### config.mk
export PLATFORM = sky130hd
export DESIGN_NAME = plc_top
export DESIGN_NICKNAME = d
export VERILOG_FILES = /design/src/rtl/plc_pkg.sv /design/src/rtl/plc_cal_if.sv /design/src/rtl/plc_icp_sel.sv /design/src/rtl/plc_top.sv
export VERILOG_INCLUDE_DIRS = /design/src /design/src/rtl
export SDC_FILE = /design/constraint.sdc
export NUM_CORES = 1
export LEC_CHECK = 0
export ABC_AREA = 1
export BUFFER_PORTS_ARGS = -buffer_cell sky130_fd_sc_hd__buf_2
export CORE_ASPECT_RATIO = 2
export CORE_MARGIN = 2
export CORE_UTILIZATION = 35
export CTS_CLUSTER_DIAMETER = 30
export DETAILED_ROUTE_END_ITERATION = 10
export GPL_TIMING_DRIVEN = 1
export HOLD_SLACK_MARGIN = 0.05
export PLACE_DENSITY_LB_ADDON = 0.12
export SYNTH_ARGS = -nofsm -noshare
export SYNTH_HDL_FRONTEND = slang
export SYNTH_SLANG_ARGS = --single-unit
export TNS_END_PERCENT = 100
### constraint.sdc
create_clock -name clk_i -period 4.26 [get_ports clk_i]
set_input_delay 0.852 -clock clk_i [delete_from_list [all_inputs] [get_ports clk_i]]
set_output_delay 0.852 -clock clk_i [all_outputs]
set_load 0.01 [all_outputs]
### src/rtl/plc_defs.svh
// Offsets, field positions, reset values and timing counts for the PLL calibration control.
// Assumes inclusion by bare name from rtl files.
`ifndef PLC_DEFS_SVH
`define PLC_DEFS_SVH

// ----------------------------------------
// Register offsets
// ----------------------------------------
`define PLC_OFS_CW_FIRST   8'h00
`define PLC_OFS_CW_THIRD   8'h02
`define PLC_OFS_CW_FOURTH  8'h03
`define PLC_OFS_STATUS     8'h1b
`define PLC_OFS_IRQ_STAT   8'h20
`define PLC_OFS_IRQ_MASK   8'h21
`define PLC_OFS_CLK_INFO   8'h22

// ----------------------------------------
// Field positions
// ----------------------------------------
`define PLC_BIT_VCO_CAL    24
`define PLC_BIT_DAC_CAL    24
`define PLC_BIT_PLL_EN     18
`define PLC_BIT_MAN_ICP    6
`define PLC_BIT_LOCK_EN    2
`define PLC_BIT_LOCKED     24
`define PLC_N_LSB          8
`define PLC_ICP_LSB        3

// ----------------------------------------
// Reset values and limits
// ----------------------------------------
`define PLC_ICP_RESET      3'h3
`define PLC_N_RESET        8'h0a
`define PLC_N_MIN          8'h0a
`define PLC_ICP_STEP_UA    125

// ----------------------------------------
// Timing
// ----------------------------------------
`define PLC_CLK_NS         10
`define PLC_VCO_CAL_NS     2000
`define PLC_VCO_CAL_CYC    ((`PLC_VCO_CAL_NS + `PLC_CLK_NS - 1) / `PLC_CLK_NS)
`define PLC_LOCK_NS        1000
`define PLC_LOCK_CYC       ((`PLC_LOCK_NS + `PLC_CLK_NS - 1) / `PLC_CLK_NS)

`endif

### src/rtl/plc_pkg.sv
// Types for the PLL calibration control.
// Assumes nothing beyond a SystemVerilog compiler.
package plc_pkg;
    typedef enum logic [1:0] {
        PLC_IDLE = 2'b00,
        PLC_CAL  = 2'b01,
        PLC_DONE = 2'b11
    } plc_cal_state_t;
endpackage

### src/rtl/plc_cal_if.sv
// Interface between the calibration sequencer and the pump-current selector.
// Assumes both ends share clk_i.
`timescale 1ns/100ps
`default_nettype none
interface plc_cal_if;
    logic       cal_busy;
    logic       cal_done;
    logic [7:0] fb_div;
    logic [2:0] auto_code;
    modport seq (output cal_busy, output cal_done, input auto_code, output fb_div);
    modport sel (input cal_busy, input cal_done, output auto_code, input fb_div);
endinterface
`default_nettype wire

### src/rtl/plc_icp_sel.sv
// Automatic pump-current choice taken from the divide value at the end of a calibration.
// Assumes the sequencer raises cal_done for one cycle.
`timescale 1ns/100ps
`default_nettype none
`include "plc_defs.svh"
module plc_icp_sel (
    // Clock, reset, enable
    input  wire logic clk_i,
    input  wire logic reset_n_i,
    input  wire logic en_i,
    // Sequencer side
    plc_cal_if.sel    cal
);
    logic [2:0] nxt_code;
    logic [2:0] code_ff;

    always_comb begin
        if (cal.fb_div <= 8'd23) begin
            nxt_code = 3'h1;
        end else if (cal.fb_div <= 8'd35) begin
            nxt_code = 3'h2;
        end else if (cal.fb_div <= 8'd43) begin
            nxt_code = 3'h3;
        end else if (cal.fb_div <= 8'd55) begin
            nxt_code = 3'h4;
        end else if (cal.fb_div <= 8'd63) begin
            nxt_code = 3'h5;
        end else if (cal.fb_div <= 8'd79) begin
            nxt_code = 3'h6;
        end else begin
            nxt_code = 3'h7;
        end
        if (cal.fb_div <= 8'd15) begin
            nxt_code = 3'h0;
        end
    end

    always_ff @(posedge clk_i or negedge reset_n_i) begin
        if (!reset_n_i) begin
            code_ff <= `PLC_ICP_RESET;
        end else if (en_i && cal.cal_done) begin
            code_ff <= nxt_code;
        end
    end

    assign cal.auto_code = code_ff;
endmodule
`default_nettype wire

### src/rtl/plc_top.sv
// PLL calibration control: register port, VCO calibration sequencer, pump current, lock status.
// Assumes a same-clock register master and an asynchronous lock level from the analog PLL.
//
// Implementation choices: the register addresses and the strobed register port.
`timescale 1ns/100ps
`default_nettype none
`include "plc_defs.svh"
module plc_top #(
    parameter int unsigned VCO_CAL_CYC = `PLC_VCO_CAL_CYC,
    parameter int unsigned LOCK_CYC    = `PLC_LOCK_CYC
) (
    // Clock, reset, enable
    input  wire logic        clk_i,
    input  wire logic        reset_n_i,
    input  wire logic        en_i,
    // Register port
    input  wire logic [7:0]  addr_i,
    input  wire logic [31:0] wdata_i,
    input  wire logic        wr_i,
    input  wire logic        rd_i,
    output logic      [31:0] rdata_o,
    // Analog PLL
    input  wire logic        pll_lock_raw_i,
    output logic             pll_sel_o,
    output logic      [2:0]  pump_current_code_o,
    output logic      [8:0]  pll_mult_o,
    output logic             vco_cal_busy_o,
    output logic             dac_cal_start_o,
    // Interrupt
    output logic             irq_o
);
    plc_cal_if cal ();

    logic        vco_req_ff;
    logic        dac_req_ff;
    logic        pll_en_ff;
    logic        man_icp_ff;
    logic        lock_en_ff;
    logic [7:0]  fb_div_ff;
    logic [2:0]  icp_ff;
    logic [2:0]  irq_stat_ff;
    logic [2:0]  irq_mask_ff;
    logic        lock_s1_ff;
    logic        lock_s2_ff;
    logic        locked_ff;
    logic        locked_d_ff;
    logic        vco_req_d_ff;
    logic        dac_req_d_ff;
    logic [15:0] cal_cnt_ff;
    logic [15:0] lock_cnt_ff;
    plc_pkg::plc_cal_state_t state_ff;
    plc_pkg::plc_cal_state_t nxt_state;
    logic [31:0] nxt_rdata;
    logic [2:0]  evt;
    logic        lock_ok;

    // ----------------------------------------
    // Register writes
    // ----------------------------------------
    always_ff @(posedge clk_i or negedge reset_n_i) begin
        if (!reset_n_i) begin
            vco_req_ff <= 1'b0;
            dac_req_ff <= 1'b0;
            pll_en_ff  <= 1'b0;
            man_icp_ff <= 1'b0;
            lock_en_ff <= 1'b0;
            fb_div_ff  <= `PLC_N_RESET;
            icp_ff     <= `PLC_ICP_RESET;
            irq_mask_ff <= 3'h0;
        end else if (en_i && wr_i) begin
            case (addr_i)
                `PLC_OFS_CW_FIRST: begin
                    vco_req_ff <= wdata_i[`PLC_BIT_VCO_CAL];
                end
                `PLC_OFS_CW_THIRD: begin
                    pll_en_ff  <= wdata_i[`PLC_BIT_PLL_EN];
                    man_icp_ff <= wdata_i[`PLC_BIT_MAN_ICP];
                    lock_en_ff <= wdata_i[`PLC_BIT_LOCK_EN];
                    fb_div_ff  <= wdata_i[`PLC_N_LSB +: 8];
                    icp_ff     <= wdata_i[`PLC_ICP_LSB +: 3];
                end
                `PLC_OFS_CW_FOURTH: begin
                    dac_req_ff <= wdata_i[`PLC_BIT_DAC_CAL];
                end
                `PLC_OFS_IRQ_MASK: begin
                    irq_mask_ff <= wdata_i[2:0];
                end
                default: begin
                end
            endcase
        end
    end

    // ----------------------------------------
    // VCO calibration sequencer
    // ----------------------------------------
    always_ff @(posedge clk_i or negedge reset_n_i) begin
        if (!reset_n_i) begin
            vco_req_d_ff <= 1'b0;
            dac_req_d_ff <= 1'b0;
        end else if (en_i) begin
            vco_req_d_ff <= vco_req_ff;
            dac_req_d_ff <= dac_req_ff;
        end
    end

    // Only a rising request starts a run, so a bit left high never re-arms
    always_comb begin
        nxt_state = state_ff;
        case (state_ff)
            plc_pkg::PLC_IDLE: begin
                if (vco_req_ff && !vco_req_d_ff) begin
                    nxt_state = plc_pkg::PLC_CAL;
                end
            end
            plc_pkg::PLC_CAL: begin
                if (cal_cnt_ff == 16'(VCO_CAL_CYC - 1)) begin
                    nxt_state = plc_pkg::PLC_DONE;
                end
            end
            plc_pkg::PLC_DONE: begin
                nxt_state = plc_pkg::PLC_IDLE;
            end
            default: begin
                nxt_state = plc_pkg::PLC_IDLE;
            end
        endcase
    end

    always_ff @(posedge clk_i or negedge reset_n_i) begin
        if (!reset_n_i) begin
            state_ff   <= plc_pkg::PLC_IDLE;
            cal_cnt_ff <= 16'h0000;
        end else if (en_i) begin
            state_ff <= nxt_state;
            if (state_ff == plc_pkg::PLC_CAL) begin
                cal_cnt_ff <= cal_cnt_ff + 16'h0001;
            end else begin
                cal_cnt_ff <= 16'h0000;
            end
        end
    end

    assign cal.cal_busy = (state_ff == plc_pkg::PLC_CAL);
    assign cal.cal_done = (state_ff == plc_pkg::PLC_DONE);
    assign cal.fb_div   = fb_div_ff;

    plc_icp_sel u_icp_sel (
        .clk_i     (clk_i),
        .reset_n_i (reset_n_i),
        .en_i      (en_i),
        .cal       (cal)
    );

    // ----------------------------------------
    // Lock detection
    // ----------------------------------------
    always_ff @(posedge clk_i or negedge reset_n_i) begin
        if (!reset_n_i) begin
            lock_s1_ff <= 1'b0;
            lock_s2_ff <= 1'b0;
        end else if (en_i) begin
            lock_s1_ff <= pll_lock_raw_i;
            lock_s2_ff <= lock_s1_ff;
        end
    end

    // gate by enable and PLL path, and hold off while calibration is busy
    assign lock_ok = lock_s2_ff && lock_en_ff && pll_en_ff && !cal.cal_busy;

    // Lock must hold for a while so a brief glitch never reports lock
    always_ff @(posedge clk_i or negedge reset_n_i) begin
        if (!reset_n_i) begin
            lock_cnt_ff <= 16'h0000;
            locked_ff   <= 1'b0;
            locked_d_ff <= 1'b0;
        end else if (en_i) begin
            locked_d_ff <= locked_ff;
            if (!lock_ok) begin
                lock_cnt_ff <= 16'h0000;
                locked_ff   <= 1'b0;
            end else if (lock_cnt_ff == 16'(LOCK_CYC - 1)) begin
                locked_ff <= 1'b1;
            end else begin
                lock_cnt_ff <= lock_cnt_ff + 16'h0001;
            end
        end
    end

    // ----------------------------------------
    // Interrupts: 0 cal done, 1 lock gained, 2 lock lost
    // ----------------------------------------
    assign evt = {locked_d_ff && !locked_ff, locked_ff && !locked_d_ff, cal.cal_done};

    // Set wins over a write-one-to-clear in the same cycle
    always_ff @(posedge clk_i or negedge reset_n_i) begin
        if (!reset_n_i) begin
            irq_stat_ff <= 3'h0;
        end else if (en_i) begin
            if (wr_i && addr_i == `PLC_OFS_IRQ_STAT) begin
                irq_stat_ff <= (irq_stat_ff & ~wdata_i[2:0]) | evt;
            end else begin
                irq_stat_ff <= irq_stat_ff | evt;
            end
        end
    end

    // ----------------------------------------
    // Outputs and read data
    // ----------------------------------------
    always_comb begin
        nxt_rdata = 32'h0000_0000;
        case (addr_i)
            `PLC_OFS_CW_FIRST:  nxt_rdata[`PLC_BIT_VCO_CAL] = vco_req_ff;
            `PLC_OFS_CW_THIRD: begin
                nxt_rdata[`PLC_BIT_PLL_EN]  = pll_en_ff;
                nxt_rdata[`PLC_BIT_MAN_ICP] = man_icp_ff;
                nxt_rdata[`PLC_BIT_LOCK_EN] = lock_en_ff;
                nxt_rdata[`PLC_N_LSB +: 8]  = fb_div_ff;
                nxt_rdata[`PLC_ICP_LSB +: 3] = icp_ff;
            end
            `PLC_OFS_CW_FOURTH: nxt_rdata[`PLC_BIT_DAC_CAL] = dac_req_ff;
            `PLC_OFS_STATUS:    nxt_rdata[`PLC_BIT_LOCKED]  = locked_ff;
            `PLC_OFS_IRQ_STAT:  nxt_rdata[2:0] = irq_stat_ff;
            `PLC_OFS_IRQ_MASK:  nxt_rdata[2:0] = irq_mask_ff;
            `PLC_OFS_CLK_INFO: begin
                nxt_rdata[8:0]  = {fb_div_ff, 1'b0};
                nxt_rdata[16]   = cal.cal_busy;
                nxt_rdata[19:17] = cal.auto_code;
            end
            default:            nxt_rdata = 32'h0000_0000;
        endcase
    end

    always_ff @(posedge clk_i or negedge reset_n_i) begin
        if (!reset_n_i) begin
            rdata_o             <= 32'h0000_0000;
            pll_sel_o           <= 1'b0;
            pump_current_code_o <= `PLC_ICP_RESET;
            // Product tracks the reset divide value, so it reads 2N from the first edge
            pll_mult_o          <= {`PLC_N_RESET, 1'b0};
            vco_cal_busy_o      <= 1'b0;
            dac_cal_start_o     <= 1'b0;
            irq_o               <= 1'b0;
        end else if (en_i) begin
            rdata_o   <= rd_i ? nxt_rdata : 32'h0000_0000;
            pll_sel_o <= pll_en_ff;
            pump_current_code_o <= man_icp_ff ? icp_ff : cal.auto_code;
            pll_mult_o      <= {fb_div_ff, 1'b0};
            vco_cal_busy_o  <= cal.cal_busy;
            dac_cal_start_o <= dac_req_d_ff && !dac_req_ff;
            irq_o           <= |(irq_stat_ff & irq_mask_ff);
        end
    end

    // ----------------------------------------
    // Checks
    // ----------------------------------------
    // doubled multiplier
    mult_twice_a: assert property (@(posedge clk_i) disable iff (!reset_n_i)
        en_i |=> pll_mult_o == {$past(fb_div_ff), 1'b0})
        else $error("multiplier is not twice the divide value");
    man_code_a: assert property (@(posedge clk_i) disable iff (!reset_n_i)
        (en_i && man_icp_ff) |=> pump_current_code_o == $past(icp_ff))
        else $error("manual pump code not applied");
    auto_code_a: assert property (@(posedge clk_i) disable iff (!reset_n_i)
        (en_i && !man_icp_ff) |=> pump_current_code_o == $past(cal.auto_code))
        else $error("automatic pump code not applied");
    lock_gate_a: assert property (@(posedge clk_i) disable iff (!reset_n_i)
        (en_i && !(lock_en_ff && pll_en_ff)) |=> !locked_ff)
        else $error("lock shown while detection off");
    lock_rise_a: assert property (@(posedge clk_i) disable iff (!reset_n_i)
        $rose(locked_ff) |-> $past(lock_ok) && $past(lock_cnt_ff) == 16'(LOCK_CYC - 1))
        else $error("lock set without settled input");
    src_sel_a: assert property (@(posedge clk_i) disable iff (!reset_n_i)
        en_i |=> pll_sel_o == $past(pll_en_ff))
        else $error("clock source select wrong");
    cal_len_a: assert property (@(posedge clk_i) disable iff (!reset_n_i)
        (cal.cal_busy && en_i && cal_cnt_ff == 16'(VCO_CAL_CYC - 1)) |=> cal.cal_done)
        else $error("calibration did not finish on time");
    div_read_a: assert property (@(posedge clk_i) disable iff (!reset_n_i)
        (en_i && rd_i && addr_i == `PLC_OFS_CW_THIRD) |=> rdata_o[15:8] == $past(fb_div_ff))
        else $error("divide field read back wrong");

    cal_run_c:  cover property (@(posedge clk_i) disable iff (!reset_n_i) cal.cal_done);
    lock_c:     cover property (@(posedge clk_i) disable iff (!reset_n_i) $rose(locked_ff));
    manual_c:   cover property (@(posedge clk_i) disable iff (!reset_n_i) man_icp_ff && pll_en_ff);
    irq_c:      cover property (@(posedge clk_i) disable iff (!reset_n_i) irq_o);
endmodule
`default_nettype wire

Yosys cells after proc, flatten, opt, wreduce, memory -nomap -nowiden. Index checks and enable logic that the tools add are counted.

Word-level logic and storage cells: 107. Memory bits (writable): 0. Register bits: 112. Bits in latches: 0. Memories: 0. Memory bits (read-only): 0. Input bits: 46.

Order comparisons: 7. Multipliers: 0. Bitwise operators: 5. Mux-type cells: 28. Divide/modulo/power cells: 0. Shifts and indexed selects: 0. Add/sub/neg operators: 2. Reductions and logical operators: 25. Equal/unequal tests: 14.

Operators with widths (count): two-way mux 16 bit (3); adder 16 x 1 -> 16 bit (second input constant) (2); less-or-equal comparator 8 x 6 -> 1 bit (second input constant) (4); two-way mux 25 bit (1); == test 8 x 6 -> 1 bit (second input constant) (3); two-way mux 3 bit (8); == test 16 x 7 -> 1 bit (second input constant) (1); == test 16 x 8 -> 1 bit (second input constant) (1); == test 8 x 2 -> 1 bit (second input constant) (2); AND reduction 2 bit (6); logical AND 1 bit (10); == test 8 x 5 -> 1 bit (second input constant) (1); less-or-equal comparator 8 x 4 -> 1 bit (second input constant) (1); less-or-equal comparator 8 x 5 -> 1 bit (second input constant) (1); less-or-equal comparator 8 x 7 -> 1 bit (second input constant) (1); zero test 8 bit (1); one-hot mux 4 bit (2 select lines) (1); two-way mux 7 bit (1); bitwise AND 3 bit (2); two-way mux 2 bit (3); OR 3 bit (2); one-hot mux 2 bit (3 select lines) (1); zero test 1 bit (5); two-way mux 1 bit (5); 12 further kinds (15).

Depth between registers and ports, before layout.
Word-level depth: 8. Gate-level depth with buffers: 9. Gate-level depth less buffers: 8.

Hierarchy. Synthesis repeated with hierarchy kept, for this count alone.

Cells, all modules: 691. Area, all modules: 5306.3 um^2.

By module, submodules not included: plc_top (cells each 655, area an instance 5082.4 um^2, times used 1, sequential area each 2462.4 um^2); plc_icp_sel (cells each 36, area an instance 224.0 um^2, times used 1, sequential area each 77.6 um^2).

Worst setup path before layout. OpenSTA, ideal clock, no wires.

Path kind: input-to-reg. From: input port addr_i[0]. To: register lock_en_ff. Path buffers: 1. Data required time: 4.140 ns. Setup time: 0.120 ns. Arrival time: 1.654 ns. Cell stages on the path: 7. Path slack: 2.486 ns. Cells stage by stage: inv_1 -> nand2_1 -> nor2_8 -> nand2_4 -> nor2_8 -> buf_8 -> a21oi_2.

Longest elaborated chain between the ends: 2.

Ends and longest elaborated chain: from (decl) (RTL line plc_top.sv:17) `input wire logic [7:0] addr_i,`; == test 8 x 2 -> 1 bit (RTL line plc_top.sv:71) `case (addr_i)`; AND reduction 2 bit (no source line); to (signal assigned) (RTL line plc_top.sv:78) `` lock_en_ff <= wdata_i[`PLC_BIT_LOCK_EN]; ``; to (decl) (RTL line plc_top.sv:38) `logic lock_en_ff;`.

No other way between the ends. A chain may end at the register's enable or synchronous reset.

Worst setup path in the final report.
From: register state_ff[0]. To: register lock_cnt_ff[7].

Longest elaborated chain between the ends: 5.

Ends and longest elaborated chain: from (decl) (RTL line plc_top.sv:51) `plc_pkg::plc_cal_state_t state_ff;`; from (signal assigned) (RTL line plc_top.sv:132) `state_ff <= plc_pkg::PLC_IDLE;`; from (signal assigned) (RTL line plc_top.sv:135) `state_ff <= nxt_state;`; == test 2 x 1 -> 1 bit * (RTL line plc_top.sv:144) `assign cal.cal_busy = (state_ff == plc_pkg::PLC_CAL);`; zero test 1 bit * (RTL line plc_top.sv:169) `assign lock_ok = lock_s2_ff && lock_en_ff && pll_en_ff && !cal.cal_busy;`; logical AND 1 bit * (RTL line plc_top.sv:169); != test 2 bit (no source line); AND reduction 2 bit (no source line); to (signal assigned) (RTL line plc_top.sv:185) `lock_cnt_ff <= lock_cnt_ff + 16'h0001;`; to (decl) (RTL line plc_top.sv:50) `logic [15:0] lock_cnt_ff;`.

Every way passes the cells marked *; elsewhere a longest branch is shown, timed or not.

==> impl_metrics.py <==
metrics = {
    "cells_and_area": {
        "final_common_cell": "nand2_1",
        "area_growth_pct": 13.8,
        "fill_cells": 1604,
        "drive_gt1_frac": 0.167,
        "antenna_cells": 0,
        "nets": 780,
        "final_cell_mix": "213 x nand2_1, 91 x dfrtp_1, 65 x buf_2",
    },
    "timing": {
        "drv_slew": 0,
        "finalCritPeriodShare": 0.557,
        "tightest_slew_ps": 1070,
        "finalSetupTns_ps": 0,
        "setup_violations": 0,
        "final_hold_viol_count": 0,
        "fmax_mhz": 421,
        "slew-limit-headroom": 0.288,
        "min_period_ps": 2370,
        "fin_skew_ps": 12.3,
        "rsz0062_at_grt": "false",
        "fin_ws_ps": 1890,
    },
    "die": {
        "io_pins": 94,
        "die-area_mm2": 0.0161,
        "start_util": 0.356,
        "num_rows": 63,
        "die-width_um": 90.6,
        "die_y_um": 177,
        "core_mm2": 0.0147,
    },
    "setup_path": {
        "worstPathMaxFanout": 30,
        "max_stage_delay_ps": 680,
        "worstSetupEndpointType": "flip-flop",
        "cp-endpoint": "lock_cnt_ff[7]",
        "critPathLaunch": "state_ff[0]",
        "worstSetupStartpointType": "flip-flop",
        "crit_top_cell": "nand2_1",
        "rr_worst_depth": 8,
        "worstPathArrival_ps": 2610,
        "rr_startpoint": "state_ff[0]",
        "crit_type": "reg2reg",
        "rrSetupSlack_ps": 1890,
        "cp_slowest_cell": "nand2_1",
        "worst_ep_required_time_ps": 4490,
        "path_cells": "inv_1, nor2_1, nor2_2, nand3_1, nand2_1, inv_1, nand2_1, nand2_1",
        "worstReg2RegEnd": "lock_cnt_ff[7]",
    },
    "placed_design": {
        "hpwl_um": 10500,
        "dp_slack_ps": 1640,
        "gp_congestion": 0.882,
        "port_buffers": 66,
    },
    "pwr": {
        "power_switching_mw": 0.543,
        "p_seq_frac": 0.509,
        "combinationalPowerShare": 0.087,
        "p_total_mw": 2.02,
        "p_int_mw": 1.47,
        "p_clk_frac": 0.405,
        "ir_worst_vdd_mv": 0.184,
        "power.density_mw_per_mm2": 337,
        "p_leak_nw": 2.91,
        "p_sw_frac": 0.269,
    },
    "clock_tree": {
        "clock_latency_ps": 350,
        "cts.path.max_buffers": 2,
        "htree_levels": 3,
        "cts.sinks": 101,
        "root_buffer": "clkbuf_16",
        "post_cts_resized": 0,
        "cts_buffers": 9,
        "cts_tree": "yes",
        "holdBufCountCts": 0,
        "clkSlewWorstSetupHoldPaths_ps": 70,
        "cts_setup_buffers": 0,
    },
    "global_routing": {
        "antenna_found_initial": 0,
        "grt_overflow": 0,
        "grt_util_all_layers": 0.180,
        "grt_pass1_vias": 4517,
        "grt_pass1_wl_um": 22800,
        "grt_max_degree": 63,
    },
    "synthesis": {
        "yosys_warnings": 0,
        "synth_top_area_frac": 0.434,
        "synthArstFlopShare": 1.00,
        "netlist_top_cells_area": "dfrtp_1 43%, nand2_1 15%, o21ai_0 5.6%, nand3_1 5.3%, dfstp_2 5.0%",
        "postSynthCellCount": 672,
        "ys.flop_type": "dfrtp_1",
        "synth_edf_count": 0,
        "synthesis.area_mm2": 0.00525,
        "ys_seq_area_frac": 0.484,
        "syn_avg_cell_area_um2": 7.81,
        "yosys.area.top_type": "dfrtp_1",
        "synth-seq-cells": 101,
        "synth_cell_types": 37,
    },
    "route": {
        "routed_via_density": 4.93,
        "drc": 0,
        "drt_iter0_drc": 145,
        "vias": 4598,
        "drtAntennaViolNets": 0,
        "wirelength_um": 14100,
        "dr.pass1.iters": 4,
        "post_drt_wl_per_cell_um": 15.1,
    },
    "run": {
        "max_cap_viol_count": 0,
    },
    "outcome": {
        "outcome": "completed",
    },
    "hold_path": {
        "hold_path.class": "reg2reg",
    },
}
==> worst min path at each step <==
stage          slack [ps]  cells after the start            to         start
2_1_floorplan         440                      2    lock_s2_ff    lock_s2_ff
3_3_place_gp          460                      2  vco_req_d_ff  vco_req_d_ff
3_5_place_dp          460                      2  vco_req_d_ff  vco_req_d_ff
4_1_cts               480                      2  vco_req_d_ff  vco_req_d_ff
5_1_grt               500                      2    lock_s1_ff    lock_s1_ff
6_report              470                      2    lock_s1_ff    lock_s1_ff
==> cell families after synthesis <==
| group | synth area share |
|---|---|
| AND/OR/NAND/NOR | 0.307 |
| flip-flops | 0.484 |
| AO/OA/AOI/OAI | 0.109 |
| buffers and inverters | 0.0834 |
| XOR/XNOR | 0.0117 |
| adder cells (fa/ha/maj) | 0.00477 |
| other | 0.000714 |
==> metal layers <==
layer,vias to the layer above,track usage,share of wire
li1,2276,-,-
met3,20,0.0256,0.027
met1,2218,0.196,0.39
met5,-,0,0
met2,84,0.344,0.56
met4,0,0.0750,0.024
==> flip-flops by register name (all words and copies together) (netlist names), 2 cells and up <==
register and flops:
rdata_o 21, cal_cnt_ff 16, lock_cnt_ff 16, cal.fb_div 8, pll_mult_o 8, icp_ff 3
irq_mask_ff 3, irq_stat_ff 3, pump_current_code_o 3, u_icp_sel.cal.auto_code 3, state_ff 2
==> critical path, delay by kind of cell (launching register included) <==
family | cells | cell delay, ps
buf+inv | 2 | 260
simple gates | 6 | 1630
flops | 1 | 380
==> power groups by stage <==
stage	logic [mW]	clock network (mW)	registers (mW)
floorplan	0.104	0	1.04
global placement	0.176	0	1.04
detailed placement	0.179	0	1.04
CTS	0.179	0.841	1.03
global route	0.198	0.876	1.03
finish	0.175	0.816	1.03
==> metrics by stage <==
stage / cell area, um^2 / util / hold slack, ps / cells
2_1_floorplan: 5290 / - / 442 / 683
3_3_place_gp: 5690 / 0.386 / 461 / 916
3_5_place_dp: 5690 / 0.386 / 459 / 916
4_1_cts: 5970 / 0.405 / 476 / 932
5_1_grt: 5970 / 0.405 / 500 / 932
6_report: 5970 / 0.405 / 475 / 932
==> cell usage after synthesis, types with 6 or more instances <==
| library cell | instances |
|---|---|
| buf_2 | 8 |
| buf_4 | 14 |
| clkbuf_1 | 6 |
| dfrtp_1 | 91 |
| dfstp_2 | 10 |
| inv_1 | 61 |
| nand2_1 | 213 |
| nand3_1 | 56 |
| nand4_1 | 17 |
| nor2_1 | 55 |
| nor2_2 | 7 |
| nor3_1 | 7 |
| o21ai_0 | 59 |
| o21ai_1 | 6 |
| o21ai_2 | 9 |
| o22ai_1 | 9 |
| xor2_1 | 6 |
==> area by class of cell <==
class	instances	area (um^2)	area share
flip-flops and latches	101	2540	0.425
inverters	64	240	0.0402
multi-input cells	488	2310	0.387
well taps	195	244	0.0408
repair buffers	68	348	0.0582
clock inverters	6	50.0	0.00838
clock buffers	10	239	0.0400
Note: power is estimated with default switching activity, not from simulation.
